<file path="config.mk">
export PLATFORM = sky130hd
export DESIGN_NAME = rcp_radio_control_port
export DESIGN_NICKNAME = d
export VERILOG_FILES = /design/src/verilog/rcp_pkg.sv /design/src/verilog/rcp_radio_control_port.sv
export SDC_FILE = /design/constraint.sdc
export NUM_CORES = 1
export LEC_CHECK = 0
export BUFFER_PORTS_ARGS = -buffer_cell sky130_fd_sc_hd__buf_2
export CAP_MARGIN = 20
export CORE_MARGIN = 5
export CORE_UTILIZATION = 41
export DETAILED_ROUTE_END_ITERATION = 7
export PLACE_DENSITY = 0.84
export SKIP_LAST_GASP = 1
export SLEW_MARGIN = 20
export SYNTH_ARGS = -nofsm -noshare
export SYNTH_HDL_FRONTEND = slang
export SYNTH_SLANG_ARGS = --single-unit
</file>
<file path="constraint.sdc">
create_clock -name sys_clk -period 0.8 [get_ports sys_clk]
set_input_delay 0.12 -clock sys_clk [delete_from_list [all_inputs] [get_ports sys_clk]]
set_output_delay 0.12 -clock sys_clk [all_outputs]
set_load 0.005 [all_outputs]
</file>
<file path="src/verilog/rcp_pkg.sv">
package rcp_pkg;
  // ****************************************
  // register map
  // ****************************************
  localparam logic [7:0] PORT_ADDR = 8'ha0;
  localparam logic [7:0] ROUTE_ADDR = 8'hb3;
  localparam logic [7:0] PORT_RESET = 8'h08;
  localparam logic [1:0] ROUTE_RESET = 2'h0;
  // ****************************************
  // read field positions
  // ****************************************
  localparam int RD_ADDR_MATCH = 7;
  localparam int RD_CARRIER = 6;
  localparam int RD_READY = 5;
  localparam int RD_CONV_DONE = 4;
  localparam int RD_SER_OUT = 2;
  // ****************************************
  // write field positions
  // ****************************************
  localparam int WR_ACTIVE = 5;
  localparam int WR_TX_SEL = 4;
  localparam int WR_SEL_N = 3;
  localparam int WR_SER_IN = 1;
  localparam int WR_SER_CLK = 0;
  // ****************************************
  // routing codes
  // ****************************************
  localparam logic [1:0] ROUTE_NONE = 2'h0;
  localparam logic [1:0] ROUTE_BOOT = 2'h1;
  localparam int ROUTE_RADIO_BIT = 1;
  // ****************************************
  // transceiver mode
  // ****************************************
  typedef enum logic [2:0] {
    RCP_STANDBY = 3'h1,
    RCP_RECEIVE = 3'h2,
    RCP_TRANSMIT = 3'h4
  } rcp_mode_t;
endpackage

</file>
<file path="src/verilog/rcp_radio_control_port.sv">
`timescale 1ns/1ns
// Notes on behaviour
// - port register at 0xa0, 8 bits, latch resets to 0x08.
// - route select at 0xb3: 00 unused, 01 boot port, 1x radio lines.
// - read: bits 7..4 status flags, bit 2 serial out, 3/1/0 read zero.
// - write bit 5 radio enable, bit 4 transmit select; bits 7,6 ignored.
// - write bit 3 select_n, bit 1 serial in, bit 0 clock; bit 2 ignored.
// - route 1x lets the serial engine override the serial lines.
// - route 0x connects radio lines straight to latch bits and inputs.
// - not bidirectional; reads and writes reach different signals.
// - reset forces radio outputs to defaults, clock or not.
// - outputs stay at defaults after reset until a port write or a route select write.
// - enable 0 standby, enable 1 tx 0 receive, both 1 transmit.
module rcp_radio_control_port (
  input wire logic sys_clk,
  input wire logic rst_n,
  input wire logic clkEn,
  input wire logic [7:0] sfrAddr,
  input wire logic sfrWr,
  input wire logic sfrRd,
  input wire logic [7:0] sfrWrData,
  output logic [7:0] sfrRdData,
  input wire logic addrMatchFlag,
  input wire logic carrierSenseFlag,
  input wire logic payloadReadyFlag,
  input wire logic convDoneFlag,
  input wire logic internalSerialDataOut,
  output logic radioActiveEnable,
  output logic txSelect,
  output logic radioAdcSelect_n,
  output logic internalSerialDataIn,
  output logic internalSerialClock,
  input wire logic engSerialClock,
  input wire logic engSerialDataIn,
  output logic engSerialDataOut,
  output logic [1:0] routeSelect,
  output rcp_pkg::rcp_mode_t radioMode
);
  import rcp_pkg::*;

  logic [7:0] portLatch_ff;
  logic [1:0] route_ff;
  logic [7:0] nxt_rdData;
  logic radioRoute;
  rcp_mode_t nxt_mode;

  function automatic logic hit(input logic [7:0] a, input logic [7:0] ref_a);
    hit = (a == ref_a);
  endfunction

  // ****************************************
  // registers
  // ****************************************
  always_ff @(posedge sys_clk or negedge rst_n) begin
    if (!rst_n) begin
      portLatch_ff <= PORT_RESET;
    end else if (clkEn && sfrWr && hit(sfrAddr, PORT_ADDR)) begin
      portLatch_ff <= sfrWrData;
    end
  end

  always_ff @(posedge sys_clk or negedge rst_n) begin
    if (!rst_n) begin
      route_ff <= ROUTE_RESET;
    end else if (clkEn && sfrWr && hit(sfrAddr, ROUTE_ADDR)) begin
      route_ff <= sfrWrData[1:0];
    end
  end

  assign radioRoute = route_ff[ROUTE_RADIO_BIT];

  // ****************************************
  // read path
  // ****************************************
  always_comb begin
    nxt_rdData = 8'h00;
    if (hit(sfrAddr, PORT_ADDR)) begin
      nxt_rdData[RD_ADDR_MATCH] = addrMatchFlag;
      nxt_rdData[RD_CARRIER] = carrierSenseFlag;
      nxt_rdData[RD_READY] = payloadReadyFlag;
      nxt_rdData[RD_CONV_DONE] = convDoneFlag;
      nxt_rdData[RD_SER_OUT] = internalSerialDataOut;
    end else if (hit(sfrAddr, ROUTE_ADDR)) begin
      nxt_rdData[1:0] = route_ff;
    end
  end

  always_ff @(posedge sys_clk or negedge rst_n) begin
    if (!rst_n) begin
      sfrRdData <= 8'h00;
    end else if (clkEn && sfrRd) begin
      sfrRdData <= nxt_rdData;
    end
  end

  // ****************************************
  // radio outputs
  // ****************************************
  always_comb begin
    case ({portLatch_ff[WR_ACTIVE], portLatch_ff[WR_TX_SEL]})
      2'b10: nxt_mode = RCP_RECEIVE;
      2'b11: nxt_mode = RCP_TRANSMIT;
      default: nxt_mode = RCP_STANDBY;
    endcase
  end

  always_ff @(posedge sys_clk or negedge rst_n) begin
    if (!rst_n) begin
      radioActiveEnable <= PORT_RESET[WR_ACTIVE];
      txSelect <= PORT_RESET[WR_TX_SEL];
      radioAdcSelect_n <= PORT_RESET[WR_SEL_N];
      internalSerialDataIn <= PORT_RESET[WR_SER_IN];
      internalSerialClock <= PORT_RESET[WR_SER_CLK];
      engSerialDataOut <= 1'b0;
      routeSelect <= ROUTE_RESET;
      radioMode <= RCP_STANDBY;
    end else if (clkEn) begin
      radioActiveEnable <= portLatch_ff[WR_ACTIVE];
      txSelect <= portLatch_ff[WR_TX_SEL];
      radioAdcSelect_n <= portLatch_ff[WR_SEL_N];
      routeSelect <= route_ff;
      radioMode <= nxt_mode;
      if (radioRoute) begin
        internalSerialDataIn <= engSerialDataIn;
        internalSerialClock <= engSerialClock;
        engSerialDataOut <= internalSerialDataOut;
      end else begin
        internalSerialDataIn <= portLatch_ff[WR_SER_IN];
        internalSerialClock <= portLatch_ff[WR_SER_CLK];
        engSerialDataOut <= 1'b0;
      end
    end
  end

  // ****************************************
  // checks
  // ****************************************
  property p_portWrite;
    @(posedge sys_clk) disable iff (!rst_n)
    (clkEn && sfrWr && sfrAddr == PORT_ADDR) ##1 clkEn |=>
      radioActiveEnable == $past(sfrWrData[WR_ACTIVE], 2) &&
      radioAdcSelect_n == $past(sfrWrData[WR_SEL_N], 2);
  endproperty
  port_write_drives_a: assert property (p_portWrite)
    else $error("port write did not reach radio outputs");

  latch_holds_a: assert property (
    @(posedge sys_clk) disable iff (!rst_n)
    !(sfrWr && sfrAddr == PORT_ADDR) |=> $stable(portLatch_ff))
    else $error("port latch changed without a write");

  read_layout_a: assert property (
    @(posedge sys_clk) disable iff (!rst_n)
    (clkEn && sfrRd && sfrAddr == PORT_ADDR) |=>
      sfrRdData[3] == 1'b0 && sfrRdData[1:0] == 2'h0 &&
      sfrRdData[RD_ADDR_MATCH] == $past(addrMatchFlag) &&
      sfrRdData[RD_CARRIER] == $past(carrierSenseFlag) &&
      sfrRdData[RD_READY] == $past(payloadReadyFlag) &&
      sfrRdData[RD_CONV_DONE] == $past(convDoneFlag) &&
      sfrRdData[RD_SER_OUT] == $past(internalSerialDataOut))
    else $error("port read layout wrong");

  route_read_a: assert property (
    @(posedge sys_clk) disable iff (!rst_n)
    (clkEn && sfrRd && sfrAddr == ROUTE_ADDR) |=>
      sfrRdData == {6'h00, $past(route_ff)})
    else $error("route read wrong");

  unmapped_read_a: assert property (
    @(posedge sys_clk) disable iff (!rst_n)
    (clkEn && sfrRd && sfrAddr != PORT_ADDR && sfrAddr != ROUTE_ADDR) |=>
      sfrRdData == 8'h00)
    else $error("unmapped read not zero");

  engine_route_a: assert property (
    @(posedge sys_clk) disable iff (!rst_n)
    (clkEn && radioRoute) |=>
      internalSerialClock == $past(engSerialClock) &&
      internalSerialDataIn == $past(engSerialDataIn) &&
      engSerialDataOut == $past(internalSerialDataOut))
    else $error("engine lines not routed");

  soft_route_a: assert property (
    @(posedge sys_clk) disable iff (!rst_n)
    (clkEn && !radioRoute) |=>
      internalSerialDataIn == $past(portLatch_ff[WR_SER_IN]) &&
      internalSerialClock == $past(portLatch_ff[WR_SER_CLK]) &&
      engSerialDataOut == 1'b0)
    else $error("software route wrong");

  latch_select_a: assert property (
    @(posedge sys_clk) disable iff (!rst_n)
    clkEn |=> radioAdcSelect_n == $past(portLatch_ff[WR_SEL_N]) &&
      txSelect == $past(portLatch_ff[WR_TX_SEL]))
    else $error("select lines not from latch");

  route_write_a: assert property (
    @(posedge sys_clk) disable iff (!rst_n)
    (clkEn && sfrWr && sfrAddr == ROUTE_ADDR) |=>
      route_ff == $past(sfrWrData[1:0]))
    else $error("route select not stored");

  mode_map_a: assert property (
    @(posedge sys_clk) disable iff (!rst_n)
    clkEn |=> radioMode != RCP_TRANSMIT ||
      ($past(portLatch_ff[WR_ACTIVE]) && $past(portLatch_ff[WR_TX_SEL])))
    else $error("transmit mode without enable and select");

  standby_map_a: assert property (
    @(posedge sys_clk) disable iff (!rst_n)
    clkEn |=> $past(portLatch_ff[WR_ACTIVE]) || radioMode == RCP_STANDBY)
    else $error("standby not kept while disabled");

  freeze_hold_a: assert property (
    @(posedge sys_clk) disable iff (!rst_n)
    !clkEn |=> $stable(portLatch_ff) && $stable(route_ff) &&
      $stable(sfrRdData) && $stable(radioMode) &&
      $stable(internalSerialClock))
    else $error("state changed while clock enable low");

  reset_default_a: assert property (
    @(posedge sys_clk)
    $rose(rst_n) |-> portLatch_ff == PORT_RESET &&
      route_ff == ROUTE_RESET &&
      radioAdcSelect_n == PORT_RESET[WR_SEL_N] &&
      radioMode == RCP_STANDBY)
    else $error("outputs not at default after reset");

  cov_transmit_c: cover property (@(posedge sys_clk) disable iff (!rst_n)
    radioMode == RCP_TRANSMIT);
  cov_receive_c: cover property (@(posedge sys_clk) disable iff (!rst_n)
    radioMode == RCP_RECEIVE);
  cov_engine_c: cover property (@(posedge sys_clk) disable iff (!rst_n)
    radioRoute && engSerialClock);
  cov_read_c: cover property (@(posedge sys_clk) disable iff (!rst_n)
    sfrRd && sfrAddr == PORT_ADDR && addrMatchFlag);
  cov_freeze_c: cover property (@(posedge sys_clk) disable iff (!rst_n)
    !clkEn && sfrWr && sfrAddr == PORT_ADDR);

endmodule

</file>
==> metrics <==
DP Area 1370 µm²; DIE HEIGHT 61.6 µm; CP endpoint kind primary output; FP Rows 18; antenna violations before repair 0; cells along the critical path buf_6; Max Cap Viol 0; placed cell count 164; reg2reg setup slack -90 ps; first-pass GRT wire length 4.04 mm; diodes inserted 0; synthesis-to-layout area growth 46.9%; # setup viols final 31; hold path cells 3; Max IR drop VDD 1.34 mV; Worst Hold Margin 16.5 ps; Final Cycle Share 1.35; cts bufs inserted 3; reg2reg path depth 2; final worst slack -281 ps; Initial Utilization 0.433; Final nets 184; Total Neg Setup Slack -3790 ps; Synth top area share 0.505; final WL 2.52 mm; CTS tree built; count of different cell masters after synthesis 22; critical path required time 680 ps; flops & latches, synth 25; Worst R2R End radioActiveEnable; Net Count, Synth 118; Pre-Repair DR Iteration Count 3; Worst path top cell family by delay flip-flops; critical path launch point type flip-flop; GRT Util Overall 0.150; total chip power 2.14 mW; mapped cell area 1090 µm²; synth top area cells dfrtp_1 (50%), mux2_2 (10%), dfstp_2 (7.2%), nand2_1 (5.8%), o21ai_0 (4.6%); TritonCTS Sinks 25; clock latency on the worst-skew pair 320 ps; Detailed Place HPWL 1.87 mm; RSZ-0062 raised after global routing true; Final min period 1080 ps; largest net degree at the start of global routing 16; Worst-path clk slew 120 ps; Cells after Synth 90; final hold violations 0; Bufs on Longest Clock Path 2; WP buf/inv 1; initial detailed-routing violation count 17; outcome complete, but fails checks; FILL cells 221; CP max-delay cell dfstp_2; Vias 895; Root Driver clkbuf_4; P per Cell Area 1340 nW/µm²; fmax 0.925 GHz; layout cells sized above 1 0.594; Yosys top cell by area dfrtp_1; core area 2520 µm²; CP Class reg -> out; vias in the first global route 925; max-slew violation count 0; Die X 61.6 µm; final core occ 0.635; DR WL/cell 13.6 µm; sequential area share after synthesis 0.577; hold_sp payloadReadyFlag; Cell Count, Final, Fillers Out 185; failing checks setup timing; Place WS -459 ps; DR DRC count 0; FF-to-FF Start radioActiveEnable; Crit. path cell count 1; CP max stage delay 560 ps; Arrival @ worst endpoint 960 ps; routability cong. 0.715; I/O pin cnt 47; total global routing overflow 0; Hold Path Sink sfrRdData[5]; Leak Pwr 0.867 nW; Port Buf Inserts 42; Avg Inst Size Synth 12.1 µm²; post-route cell area 1600 µm²; # H-tree levels 1; full die area 3790 µm²; Worst Clk Skew 1.86 ps; Syn. warnings 0; Final ANT Viol Nets 0; Hold/Removal Path Class in -> reg; vias per std cell 4.84; Crit Path Max Fanout 2
-- registers in the layout (all words and copies together), names as in the netlist --
signal / flops
radioMode: 3
routeSelect: 2
engSerialDataOut: 1
sfrRdData: 7
internalSerialClock: 1
radioAdcSelect_n: 1
radioActiveEnable: 1
portLatch_ff: 5
internalSerialDataIn: 1
txSelect: 1
route_ff: 2
-- synth_stat cells --
| cell type | instances |
|---|---|
| dfrtp_1 | 22 |
| nand2_1 | 17 |
| mux2_2 | 10 |
| o21ai_0 | 10 |
| inv_1 | 4 |
| dfstp_2 | 3 |
| mux2i_1 | 3 |
| a21oi_1 | 2 |
| clkbuf_1 | 2 |
| mux2_1 | 2 |
| nand3_1 | 2 |
| nor2_1 | 2 |
| nor4b_4 | 2 |
| and2_1 | 1 |
| and4_4 | 1 |
| and4b_1 | 1 |
| and4bb_2 | 1 |
| buf_2 | 1 |
| buf_4 | 1 |
| conb_1 | 1 |
| nand3b_1 | 1 |
| nand4_4 | 1 |
-- how the worst max path moves through the flow --
stage,start,end,slack [ps]
final,radioMode[0],radioMode[0],-280
after detailed placement,sfrAddr[3],portLatch_ff[0],-460
after CTS,radioMode[0],radioMode[0],-310
after global placement,sfrAddr[2],portLatch_ff[1],-400
after floorplan,sfrAddr[3],portLatch_ff[0],-250
after global routing,radioAdcSelect_n,radioAdcSelect_n,-340
-- routing by layer --
layer  routed length [µm]  global-route usage
met1                  940               0.160
met2                 1350               0.275
met3                  183              0.0419
met4                   48              0.0636
met5                    0                   0
-- kinds of logic (layout without fill, tap and decap cells) --
| logic type | Yosys count | count (layout) | synth area share |
|---|---|---|---|
| compound gates | 12 | 12 | 0.0550 |
| buf+inv | 8 | 73 | 0.0321 |
| mux | 15 | 15 | 0.151 |
| flops | 25 | 25 | 0.577 |
| simple gates | 29 | 29 | 0.181 |
| other cells | 1 | 1 | 0.00344 |
-- placed cells by master, fill, tap and decap left out, types with 3 or more instances in the layout --
cell type	instances
clkbuf_4	3
inv_1	4
o21ai_1	4
dfrtp_1	21
nand2_1	15
mux2_4	6
buf_2	36
mux2_2	6
mux2i_1	3
dfstp_2	3
buf_6	7
buf_4	21
o21ai_0	4
-- power by group --
part	total [mW]	switching [mW]	internal [mW]	leakage, nW
registers	1.32	0.0193	1.30	0.333
logic	0.286	0.126	0.160	0.519
clock network	0.539	0.344	0.195	0.0150
-- final cells by class --
cell class / count / area (µm²) / area share
inverter: 4 / 15.0 / 0.00937
multi-input combinational: 57 / 467 / 0.291
sequential: 25 / 631 / 0.393
timing repair buffer: 65 / 427 / 0.266
clock buffer: 4 / 26.3 / 0.0164
tap: 30 / 37.5 / 0.0234
-- timing repair --
action / in CTS / in global routing
setup buffers: 10 / 7
pin swaps: 6 / 8
resized for setup: 11 / 9
hold buffers: 1 / 0
setup endpoints to repair: 30 / 38
hold endpoints to repair: 25 / 0
No activity file was read; power rests on OpenSTA's default activity.
